### src/usbie_regs.svh
/*
 * register offsets, field positions, reset values and widths for the
 * usb event mask and descriptor-table base slice.
 * assumes a 12-bit byte address on the apb side, one word per register.
 */
`ifndef USBIE_REGS_SVH
`define USBIE_REGS_SVH

// byte offsets of the four words
`define USBIE_MASK_OFS 12'h000
`define USBIE_BASE_MID_OFS 12'h004
`define USBIE_BASE_HIGH_OFS 12'h008
`define USBIE_STATUS_OFS 12'h00C

// event and enable bit positions, shared by mask and status
`define USBIE_BIT_STALL 7
`define USBIE_BIT_ATTACH 6
`define USBIE_BIT_RESUME 5
`define USBIE_BIT_IDLE 4
`define USBIE_BIT_TOKEN 3
`define USBIE_BIT_FRAME 2
`define USBIE_BIT_ERROR 1
`define USBIE_BIT_RST_DET 0

// reset values
`define USBIE_MASK_RST 8'h00
`define USBIE_BASE_RST 8'h00
`define USBIE_STATUS_RST 8'h00

// descriptor table alignment and field widths
`define USBIE_ALIGN_BITS 9
`define USBIE_LOW_PAGE_W 7
`define USBIE_ADDR_W 12

`endif

### src/usbie_pkg.sv
/*
 * types for the usb event mask and descriptor-table base slice.
 * assumes nothing beyond the register header.
 */
package usbie_pkg;

    // apb answer phase, one-hot
    typedef enum logic [1:0] {
        USBIE_IDLE = 2'b01,
        USBIE_ANSWER = 2'b10
    } usbie_phase_t;

    typedef logic [7:0] usbie_byte_t;

endpackage

### src/usbie_top.sv
/*
 * usb interrupt-enable mask, sticky event status and buffer descriptor
 * table base pages behind an apb slave, with one level interrupt.
 * assumes event pulses and the low page bits come from logic on i_clk,
 * and that the apb master keeps its request steady until pready.
 */
// Design decisions made here: the APB register port and the address map.
// Behaviour
// - mask bit 7 passes or blocks the stall handshake event.
// - mask bit 6 passes or blocks the attach event.
// - mask bit 5 passes or blocks the resume event.
// - mask bit 4 passes or blocks the bus idle event.
// - mask bit 3 passes or blocks the token done flag.
// - mask bit 2 passes or blocks the frame start flag.
// - mask bit 1 passes or blocks usb error events.
// - device role: mask bit 0 enables the bus reset flag.
// - host role: mask bit 0 enables the detach flag instead.
// - error interrupts reach the module interrupt only with mask bit 1 set.
// - bits 31 to 8 of mask and base pages ignore writes, read zero.
// - middle page holds base address bits 23 to 16.
// - high page holds base address bits 31 to 24.
// - descriptor table base is 512-byte aligned, low nine bits zero.
`timescale 1ns/1ns

`include "usbie_regs.svh"

module usbie_top
    import usbie_pkg::*;
(
    // clock, reset, enable
    input wire logic i_clk,
    input wire logic i_rst_n,
    input wire logic i_ce,
    // apb slave
    input wire logic i_psel,
    input wire logic i_penable,
    input wire logic i_pwrite,
    input wire logic [`USBIE_ADDR_W-1:0] i_paddr,
    input wire logic [31:0] i_pwdata,
    input wire logic [3:0] i_pstrb,
    output logic [31:0] o_prdata,
    output logic o_pready,
    output logic o_pslverr,
    // usb event pulses, bits 7 to 1 of the status layout
    input wire logic [7:1] i_usb_evt,
    input wire logic i_bus_reset_evt,
    input wire logic i_detach_evt,
    input wire logic i_host_mode,
    // low page of the descriptor base, bits 15 to 9
    input wire logic [`USBIE_LOW_PAGE_W-1:0] i_desc_base_bits_15_9,
    // results
    output logic o_irq,
    output logic [31:0] o_desc_base
);

    // word decode, used by the read path and the write path
    function automatic logic addr_hit(
        input logic [`USBIE_ADDR_W-1:0] addr,
        input logic [`USBIE_ADDR_W-1:0] ofs
    );
        addr_hit = (addr == ofs);
    endfunction

    usbie_phase_t state_ff;
    usbie_byte_t usb_event_irq_mask_ff;
    usbie_byte_t usb_desc_table_base_mid_ff;
    usbie_byte_t usb_desc_table_base_high_ff;
    usbie_byte_t status_ff;
    usbie_byte_t nxt_status;
    usbie_byte_t nxt_mask;
    usbie_byte_t evt_set;
    usbie_byte_t rd_clear;
    usbie_byte_t rd_byte;
    logic rd_status_ff;
    logic prdata_zero_ok;
    logic mapped;
    logic setup;
    logic done;
    logic wr_en;
    logic [31:0] prdata_ff;
    logic pready_ff;
    logic pslverr_ff;
    logic irq_ff;
    logic [31:0] desc_base_ff;

    // bus phases; done marks the edge where the master sees pready
    assign setup = i_psel & ~i_penable & (state_ff == USBIE_IDLE);
    assign done = i_psel & i_penable & (state_ff == USBIE_ANSWER);
    assign wr_en = done & i_pwrite & i_pstrb[0];

    // register decode and read mux; upper bytes always zero
    always_comb begin
        mapped = 1'b1;
        rd_byte = 8'h00;
        if (addr_hit(i_paddr, `USBIE_MASK_OFS)) begin
            rd_byte = usb_event_irq_mask_ff;
        end else if (addr_hit(i_paddr, `USBIE_BASE_MID_OFS)) begin
            rd_byte = usb_desc_table_base_mid_ff;
        end else if (addr_hit(i_paddr, `USBIE_BASE_HIGH_OFS)) begin
            rd_byte = usb_desc_table_base_high_ff;
        end else if (addr_hit(i_paddr, `USBIE_STATUS_OFS)) begin
            rd_byte = status_ff;
        end else begin
            mapped = 1'b0;
        end
    end

    // apb answer: one wait-free access phase after each setup
    always_ff @(posedge i_clk) begin
        if (!i_rst_n) begin
            state_ff <= USBIE_IDLE;
            pready_ff <= 1'b0;
            prdata_ff <= 32'h0000_0000;
            pslverr_ff <= 1'b0;
            rd_status_ff <= 1'b0;
        end else if (i_ce) begin
            unique case (state_ff)
                USBIE_IDLE: begin
                    if (setup) begin
                        state_ff <= USBIE_ANSWER;
                        pready_ff <= 1'b1;
                        prdata_ff <= i_pwrite ? 32'h0000_0000 : {24'h00_0000, rd_byte};
                        pslverr_ff <= ~mapped;
                        rd_status_ff <= ~i_pwrite & addr_hit(i_paddr, `USBIE_STATUS_OFS);
                    end
                end
                USBIE_ANSWER: begin
                    if (done) begin
                        state_ff <= USBIE_IDLE;
                        pready_ff <= 1'b0;
                        prdata_ff <= 32'h0000_0000;
                        pslverr_ff <= 1'b0;
                        rd_status_ff <= 1'b0;
                    end
                end
            endcase
        end
    end

    // next mask; only the low byte is stored, the rest is dropped
    always_comb begin
        nxt_mask = usb_event_irq_mask_ff;
        if (wr_en && addr_hit(i_paddr, `USBIE_MASK_OFS)) begin
            nxt_mask = i_pwdata[7:0];
        end
    end

    // mask register
    always_ff @(posedge i_clk) begin
        if (!i_rst_n) begin
            usb_event_irq_mask_ff <= `USBIE_MASK_RST;
        end else if (i_ce) begin
            usb_event_irq_mask_ff <= nxt_mask;
        end
    end

    // descriptor base pages
    always_ff @(posedge i_clk) begin
        if (!i_rst_n) begin
            usb_desc_table_base_mid_ff <= `USBIE_BASE_RST;
            usb_desc_table_base_high_ff <= `USBIE_BASE_RST;
        end else if (i_ce && wr_en) begin
            if (addr_hit(i_paddr, `USBIE_BASE_MID_OFS)) begin
                usb_desc_table_base_mid_ff <= i_pwdata[7:0];
            end
            if (addr_hit(i_paddr, `USBIE_BASE_HIGH_OFS)) begin
                usb_desc_table_base_high_ff <= i_pwdata[7:0];
            end
        end
    end

    // bit 0 changes meaning with the role
    always_comb begin
        evt_set = {i_usb_evt, 1'b0};
        if (i_host_mode) begin
            evt_set[`USBIE_BIT_RST_DET] = i_detach_evt;
        end else begin
            evt_set[`USBIE_BIT_RST_DET] = i_bus_reset_evt;
        end
    end

    // read-clear drops only what the reader saw, so a later event survives
    assign rd_clear = (done && rd_status_ff) ? prdata_ff[7:0] : 8'h00;
    // set wins over the clear in the same cycle
    assign nxt_status = (status_ff & ~rd_clear) | evt_set;

    // sticky status; events during i_ce low are not seen
    always_ff @(posedge i_clk) begin
        if (!i_rst_n) begin
            status_ff <= `USBIE_STATUS_RST;
        end else if (i_ce) begin
            status_ff <= nxt_status;
        end
    end

    // irq from next values so it tracks status and mask without lag
    always_ff @(posedge i_clk) begin
        if (!i_rst_n) begin
            irq_ff <= 1'b0;
        end else if (i_ce) begin
            // per-bit gate
            irq_ff <= |(nxt_status & nxt_mask);
        end
    end

    // full base address; one cycle behind the page registers
    always_ff @(posedge i_clk) begin
        if (!i_rst_n) begin
            desc_base_ff <= 32'h0000_0000;
        end else if (i_ce) begin
            desc_base_ff <= {usb_desc_table_base_high_ff, usb_desc_table_base_mid_ff,
                             i_desc_base_bits_15_9, {`USBIE_ALIGN_BITS{1'b0}}};
        end
    end

    // outputs straight from flops
    assign o_prdata = prdata_ff;
    assign o_pready = pready_ff;
    assign o_pslverr = pslverr_ff;
    assign o_irq = irq_ff;
    assign o_desc_base = desc_base_ff;

    assign prdata_zero_ok = (prdata_ff[31:8] == 24'h00_0000);
endmodule

### config.mk
export PLATFORM = sky130hd
export DESIGN_NAME = usbie_top
export DESIGN_NICKNAME = d
export VERILOG_FILES = /design/src/usbie_pkg.sv /design/src/usbie_top.sv
export VERILOG_INCLUDE_DIRS = /design/src
export SDC_FILE = /design/constraint.sdc
export NUM_CORES = 1
export LEC_CHECK = 0
export BUFFER_PORTS_ARGS = -buffer_cell sky130_fd_sc_hd__buf_2
export CAP_MARGIN = 20
export CORE_UTILIZATION = 40
export CTS_CLUSTER_DIAMETER = 30
export DETAILED_ROUTE_END_ITERATION = 16
export PLACE_DENSITY_LB_ADDON = 0.05
export SETUP_SLACK_MARGIN = 0.1
export SKIP_CTS_REPAIR_TIMING = 1
export SLEW_MARGIN = 20
export SYNTH_ARGS = -nofsm -noshare
export SYNTH_HDL_FRONTEND = slang
export SYNTH_SLANG_ARGS = --single-unit
### constraint.sdc
create_clock -name i_clk -period 5.9 [get_ports i_clk]
set_input_delay 1.18 -clock i_clk [delete_from_list [all_inputs] [get_ports i_clk]]
set_output_delay 1.18 -clock i_clk [all_outputs]
set_load 0.02 [all_outputs]
== Word-level counts from Yosys, hierarchy flattened ==
Cells that the tools add are included.

* Multiplexer cells: 25
* Bitwise gates (word level): 14
* Add/subtract/negate cells: 0
* Equality and inequality tests: 7
* Reductions and logical operators: 8
* Magnitude comparators: 0
* Shift-type cells: 0
* Divide/modulo/power cells: 0
* Multipliers: 0

{| class="wikitable"
|+ Operators by type and width
! cell !! number
|-
| $mux 32 || 2
|-
| $pmux 32 s2 || 1
|-
| $mux 8 || 7
|-
| $eq 12x4->1 const B || 2
|-
| $and 8x8->8 || 2
|-
| $eq 12x3->1 const B || 1
|-
| $logic_not 12->1 || 1
|-
| $mux 1 || 9
|-
| $not 8->8 || 1
|-
| $or 8x8->8 || 1
|-
| $reduce_or 8->1 || 1
|-
| $and 1x1->1 || 7
|-
| $pmux 1 s2 || 3
|-
| $mux 2 || 2
|-
| $ne 2x2->1 const B || 2
|-
| $pmux 2 s2 || 1
|-
| $reduce_and 2->1 || 2
|-
| $logic_and 1x1->1 || 3
|-
| $not 1->1 || 3
|-
| $reduce_and 3->1 || 1
|-
| $eq 2x1->1 const B || 1
|-
| $eq 2x2->1 const B || 1
|}

* Latch bits: 0
* Memories kept: 0
* Bits in read-only memories: 0
* Output and inout port bits: 67
* Memory bits (writable): 0
* Flip-flop bits (word level): 93
* Word-level logic and storage cells: 65
* Input port bits: 71

== Logic depth before layout (Yosys ltp) ==
Gate-level depths: netlist of the first run.

* Depth after elaboration: 9
* Gate-level depth with buffers: 8

== Worst setup path after synthesis of the first run ==
OpenSTA, ideal clock, no wires.

* Kind: input -> register
* Start point: in i_paddr[5]
* End point: reg irq_ff (netlist: o_irq)
* Arrival: 2.593 ns
* Stages: 8
* Path buffers: 1
* Setup slack: 3.187 ns
* Cell sequence: nor4_4 > nand3_4 > nor4_2 > buf_6 > mux2i_1 > o22ai_2 > nor3_1 > a21oi_1

* Longest elaborated chain between the ends: 5

{| class="wikitable"
|+ Ends and longest elaborated chain
! item !! line !! text
|-
| start, declared || usbie_top.sv:38 || <nowiki>input wire logic [`USBIE_ADDR_W-1:0] i_paddr,</nowiki>
|-
| $logic_not 12->1 || usbie_top.sv:61 || <nowiki>addr_hit = (addr == ofs);</nowiki>
|-
| $logic_and 1x1->1 || usbie_top.sv:143 || <nowiki>if (wr_en && addr_hit(i_paddr, `USBIE_MASK_OFS)) begin</nowiki>
|-
| $mux 8 || usbie_top.sv:143 ||
|-
| $and 8x8->8 || usbie_top.sv:202 || <nowiki>irq_ff <= |(nxt_status & nxt_mask);</nowiki>
|-
| $reduce_or 8->1 || usbie_top.sv:202 ||
|-
| end signal, assigned || usbie_top.sv:202 ||
|-
| end, declared || usbie_top.sv:83 || <nowiki>logic irq_ff;</nowiki>
|}

Every way passes these cells.
A chain may end at the register's enable or synchronous reset.

== Worst setup path in the final report of the first run ==
* Start point: in i_ce
* End point: reg prdata_ff[1] (netlist: o_prdata[1])

* Longest elaborated chain between the ends: 1

{| class="wikitable"
|+ Ends and longest elaborated chain
! item !! line !! text
|-
| start, declared || usbie_top.sv:33 || <nowiki>input wire logic i_ce,</nowiki>
|-
| $reduce_and 3->1 (no source line) || n/a ||
|-
| end signal, assigned || usbie_top.sv:122 || <nowiki>prdata_ff <= i_pwrite ? 32'h0000_0000 : {24'h00_0000, rd_byte};</nowiki>
|-
| end, declared || usbie_top.sv:80 || <nowiki>logic [31:0] prdata_ff;</nowiki>
|}

Every way passes these cells.

==> flow_summary.yaml, run 1 <==
outcome:
  outcome: "finished, violations left"
  violations: "design-rule violations"
sta:
  final-max-slew-violation-count: 0
  tightest_slew_ps: 1020
  rsz0062_at_grt: "false"
  timing.final.hold_violations: 0
  max_freq_ghz: 0.329
  max-slew-margin-rel_pct: 31.7
  post-route-period-util_pct: 51.5
  setup_viol: 0
  min_period_ps: 3040
  tns_ps: 0
  finClkSkew_ps: 8.38
global_route:
  grt_overflow: 0
  grt_max_degree: 69
  first_global_vias: 2400
  groute.usage.overall_pct: 19.1
  antenna_found_initial: 0
  grt_pass1_wl_um: 12400
die:
  start_util_pct: 41.3
  rows: 33
  dieArea_um2: 8810
  pin_count: 138
  die_width_um: 93.9
  core_area_um2: 8180
  die_h_um: 93.9
clock_network:
  htree_levels: 3
  clk_path_buf_depth: 2
  cts_sinks: 68
  clk_pin_slew_ps: 80
  cts_made_buffers: 9
  insertion_delay_ps: 340
  clk_root_buffer_cell: "clkbuf_8"
  cts_tree: "done"
job:
  drv_cap: 0
cells_and_area:
  fin_nets: 496
  diodes: 0
  syn2layout_area_growth_pct: 14.6
  final.fill_count: 859
  utilization_pct: 47.3
  drive_above_1_share_pct: 24.4
worst_setup_path:
  cp_max_fo: 27
  worstReg2RegStart: "state_ff[1]"
  endpoint: "o_prdata[1]"
  critPathKind: "in -> reg"
  r2r-end: "o_irq"
  crit_path_start_kind: "primary input"
  crit_start: "i_ce"
  critPathArrivalTime_ps: 3310
  rrSetupSlack_ps: 3610
  crit_required_ps: 6170
  crit_path_end_kind: "flip-flop"
  ff2ff_path_depth: 8
logic_synthesis:
  synth_edf_count: 0
  synth.avg_cell_area_um2: 9.45
  synth_compound_area_share_pct: 12.6
  yosys-top-cells-area: "dfxtp_1, mux2i_1, nor2b_1, buf_4, nand2_1"
  synth_simple_gate_area_share_pct: 19.9
  synth_top_cell_area_share_pct: 40.3
  synth_ff_type: "dfxtp_1"
  synth_mux_area_share_pct: 16.3
  synthCells: 357
  synthTopCellsByCount: "dfxtp_1, mux2i_1, nor2b_1"
  ys_seq_elements: 68
  yosysTopAreaCell: "dfxtp_1"
  synth-xor-area-share_pct: 0.260
  syn_area_um2: 3370
  seq_area_frac_synth_pct: 40.3
  ys_types: 39
  ys_warn_count: 0
  yosysMostFrequentCell: "dfxtp_1"
  synthAdderAreaFrac_pct: 0
  synth_top_family_by_area: "simple AND/OR/NAND/NOR gates"
  synthArstFlopShare_pct: 0
pwr:
  powerDensity_nw_per_um2: 242
  ir_worst_vdd_mv: 0.105
  leakagePower_nw: 1.65
detailed_routing:
  ant_nets: 0
  vias: 2597
  viasPerCell: 4.85
  routedWlPerCell_um: 14.8
  drt_iter0_drc: 94
  drc: 2
  dr.pass1.iters: 10
  wl_um: 7920
placed_design:
  place_congestion: 0.769
  port_buffers: 77
  dpl.hpwl_um: 5360
worst_hold_path:
  min_path_type: "reg -> reg"
logic make-up (layout without fill, tap and decap cells):
group                     Yosys count  after routing
AOI/OAI and AO/OA                  60             60
and+or+nand+nor                   116            116
muxes                              55             55
other                               1             33
xor gates and xnor gates            1              1
buffers and inverters              56             97
DFF                                68             68
report_power, final:
| group | internal, mW | switching, mW | total (mW) |
|---|---|---|---|
| clock | 0.163 | 0.185 | 0.348 |
| sequential | 0.468 | 0.00684 | 0.475 |
| combinational | 0.0397 | 0.0709 | 0.111 |
| total | 0.671 | 0.263 | 0.934 |
worst min path at each step:
stage / from / to / slack (ps) / cells past startpoint
after global placement: usb_event_irq_mask_ff[7] / usb_event_irq_mask_ff[7] / 450 / 2
after CTS: usb_event_irq_mask_ff[7] / usb_event_irq_mask_ff[7] / 470 / 2
after detailed placement: usb_event_irq_mask_ff[7] / usb_event_irq_mask_ff[7] / 460 / 2
after floorplan: usb_event_irq_mask_ff[0] / usb_event_irq_mask_ff[0] / 440 / 2
final: usb_event_irq_mask_ff[7] / usb_event_irq_mask_ff[7] / 460 / 2
after global routing: usb_event_irq_mask_ff[7] / usb_event_irq_mask_ff[7] / 500 / 2
cell usage in the layout (no fill, tap or decap), drive strengths merged, types with 2 or more instances in the layout:
cell type and count:
a21boi 17, a21oi 17, buf 80, clkbuf 10, clkinv 5, conb 33
dfxtp 68, mux2i 55, nand2 35, nand2b 3, nand3 10, nand4 2
nor2 11, nor2b 45, nor3 3, nor4 3, o211a 7, o211ai 9
o21ai 3, o22ai 3
layer usage:
layer | up-vias | wire length [µm] | global-route usage, % | share of wire, %
met1 | 1198 | 3710 | 26.1 | 47
li1 | 1301 | - | - | -
met3 | 8 | 603 | 4.37 | 7.6
met2 | 90 | 3520 | 29.2 | 44
met5 | - | 0 | 0 | 0
met4 | 0 | 89 | 6.92 | 1.1
worst max-delay path: stages:
cell      delay (ps)
buf_2            360
buf_4            450
o211ai_1         270
nor3_2           600
o211ai_1         220
a21boi_0         210
area by class of cell:
cell class / count / area, µm² / area share, %
Inverter: 1 / 3.75 / 0.0971
Timing Repair Buffer: 80 / 408 / 10.5
Multi-Input combinational cell: 265 / 1790 / 46.2
Clock buffer: 10 / 138 / 3.56
Sequential cell: 68 / 1360 / 35.2
Tap cell: 105 / 131 / 3.40
Clock inverter: 6 / 40.0 / 1.04
sequential cells by signal (all words and copies together) (netlist names):
register and cells:
status_ff 8, usb_desc_table_base_high_ff 8, usb_desc_table_base_mid_ff 8, o_desc_base 23, state_ff 2, o_prdata 8
o_irq 1, o_pslverr 1, usb_event_irq_mask_ff 8, rd_status_ff 1
stage by stage:
step	instance area [µm²]	hold WS, ps	std cells	setup slack, ps	power [mW]
after floorplan	3490	443	389	3190	0.576
after global placement	3690	451	519	2480	0.595
after detailed placement	3690	456	519	2510	0.597
after CTS	3870	466	535	2860	0.948
after global routing	3870	499	535	2540	0.980
final	3870	465	535	2860	0.934
Power figures use the tool's default switching activity.
==> run 2, diff against run 1 <==
- clock period: 5.9 -> 3 ns (I/O delays scaled with it)
==> run 2 against run 1 <==
The run now ends clean. Largest cell class unchanged. Final cell count rose by 0.37%. Sequential share of layout area fell by 0.77 points. Via count rose by 0.96%. First-iteration DRC count rose by 18%. Routed wire length fell by 1.9%. Flip-flop and latch count did not move. Critical path depth rose by 3. Global-route usage fell by 0.38 points. Combinational power rose by 99%. Sequential power rose by 97%.
==> flow_summary.yaml, run 2 (synthesis gave the netlist of run 1 again) <==
worst_setup_path:
  critPathKind: "in -> reg"
  worstReg2RegStart: "state_ff[1]"
  crit_start: "i_paddr[5]"
  worstPathCellList: "buf_2, nor4_4, nand3_4, nor4_2, buf_4, mux2i_1, o22ai_2, nor3_1, a21oi_1"
  crit_path_start_kind: "primary input"
  critPathArrivalTime_ps: 2330
  crit_path_end_kind: "flip-flop"
  critPathMaxStageDelay_ps: 320
  cp_max_fo: 10
  crit_path_top_delay_cell: "nor4_4"
  crit_required_ps: 3240
sta:
  max_freq_ghz: 0.479
  final-max-slew-violation-count: 0
  max-slew-margin-rel_pct: 51.9
  rsz0062_at_grt: "false"
  min_period_ps: 2090
  timing.final.hold_violations: 0
  setup_viol: 0
  tns_ps: 0
  post-route-period-util_pct: 69.6
  tightest_slew_ps: 717
  finClkSkew_ps: 8.68
global_route:
  grt_max_degree: 45
  groute.usage.overall_pct: 18.7
  grt_overflow: 0
  antenna_found_initial: 0
  grt_pass1_wl_um: 12200
  first_global_vias: 2423
detailed_routing:
  dr.pass1.iters: 4
  routed.top_layer: "met4"
  wl_met2_um: 3490
  drc: 0
  vias: 2622
  ant_nets: 0
  routedWlPerCell_um: 14.5
  viasPerCell: 4.88
  drt_iter0_drc: 111
  wl_um: 7770
  met3_length_um: 485
  drt-met1-wl_um: 3670
clock_network:
  htree_levels: 3
  cts_sinks: 68
  clk_path_buf_depth: 2
  cts_tree: "done"
  cts_made_buffers: 9
  insertion_delay_ps: 340
  clk_pin_slew_ps: 70
  clk_root_buffer_cell: "clkbuf_8"
job:
  drv_cap: 0
pwr:
  p_clk_share_pct: 43.2
  switching_share_pct: 24.4
  powerDensity_nw_per_um2: 515
  seqPwrFrac_pct: 45.9
  leakagePower_nw: 1.69
  internal_power_mw: 1.54
  finalPower_mw: 2.04
  switchingPower_mw: 0.497
  p_comb_share_pct: 10.8
  ir_worst_vdd_mv: 0.235
placed_design:
  place_congestion: 0.816
  dpl.hpwl_um: 5340
  dpl.cell_count: 521
  place_area_um2: 3720
  port_buffers: 77
cells_and_area:
  fin_cells: 537
  syn2layout_area_growth_pct: 17.2
  mostFrequentLayoutCells: "buf_2, dfxtp_1, mux2i_1, nor2b_1, nand2_1"
  final_common_cell: "buf_2"
  utilization_pct: 48.4
  fin_nets: 498
  diodes: 0
  fin_area_um2: 3950
  largest_register_ff_count: 23
  drive_above_1_share_pct: 24.5
worst_hold_path:
  worst_hold_startpoint: "usb_event_irq_mask_ff[4]"
  min_path_type: "reg -> reg"
outcome:
  outcome: "complete, no violations"
die:
  rows: 33
  pin_count: 138
  core_area_um2: 8180
  die_width_um: 93.9
  start_util_pct: 41.3
  dieArea_um2: 8810
  die_h_um: 93.9
run 2: worst max-delay path, delay by kind of cell:
family	cells	cell delay (ps)
AND/OR/NAND/NOR	4	940
buffers and inverters	2	370
multiplexers	1	230
AO/OA/AOI/OAI	2	170
run 2: cell type report:
class                   instances  area (µm²)
flip-flops and latches         68        1360
fillers                       809        4220
repair buffers                 82         435
well taps                     105         131
clock buffers                  13         169
inverters                       1        3.75
multi-input cells             265        1790
clock inverters                 3        67.6
run 2: power groups by stage:
stage	Clock [mW]	Combinational [mW]	Sequential, mW
3_5_place_dp	0	0.221	0.955
2_1_floorplan	0	0.169	0.964
4_1_cts	0.903	0.221	0.934
5_1_grt	0.948	0.242	0.937
3_3_place_gp	0	0.219	0.955
6_report	0.880	0.221	0.934
run 2: per-stage QoR:
stage / worst slack [ps] / hold WS (ps)
global route: 735 / 492
finish: 912 / 464
global placement: 566 / 451
CTS: 918 / 466
floorplan: 867 / 443
detailed placement: 566 / 459
run 2: layer usage:
| metal | GRT usage (%) | up-vias |
|---|---|---|
| met5 | 0 | - |
| met4 | 7.69 | 0 |
| met3 | 4.53 | 12 |
| met2 | 29.2 | 91 |
| met1 | 24.5 | 1215 |
| li1 | - | 1304 |
run 2: final timing paths:
path | to | slack, ps | depth (start not counted)
setup reg to reg | usb_desc_table_base_mid_ff[0] | 1070 | 6
hold reg to reg | usb_event_irq_mask_ff[4] | 460 | 2
setup / recovery | o_irq | 910 | 9
hold / removal | usb_event_irq_mask_ff[4] | 460 | 2
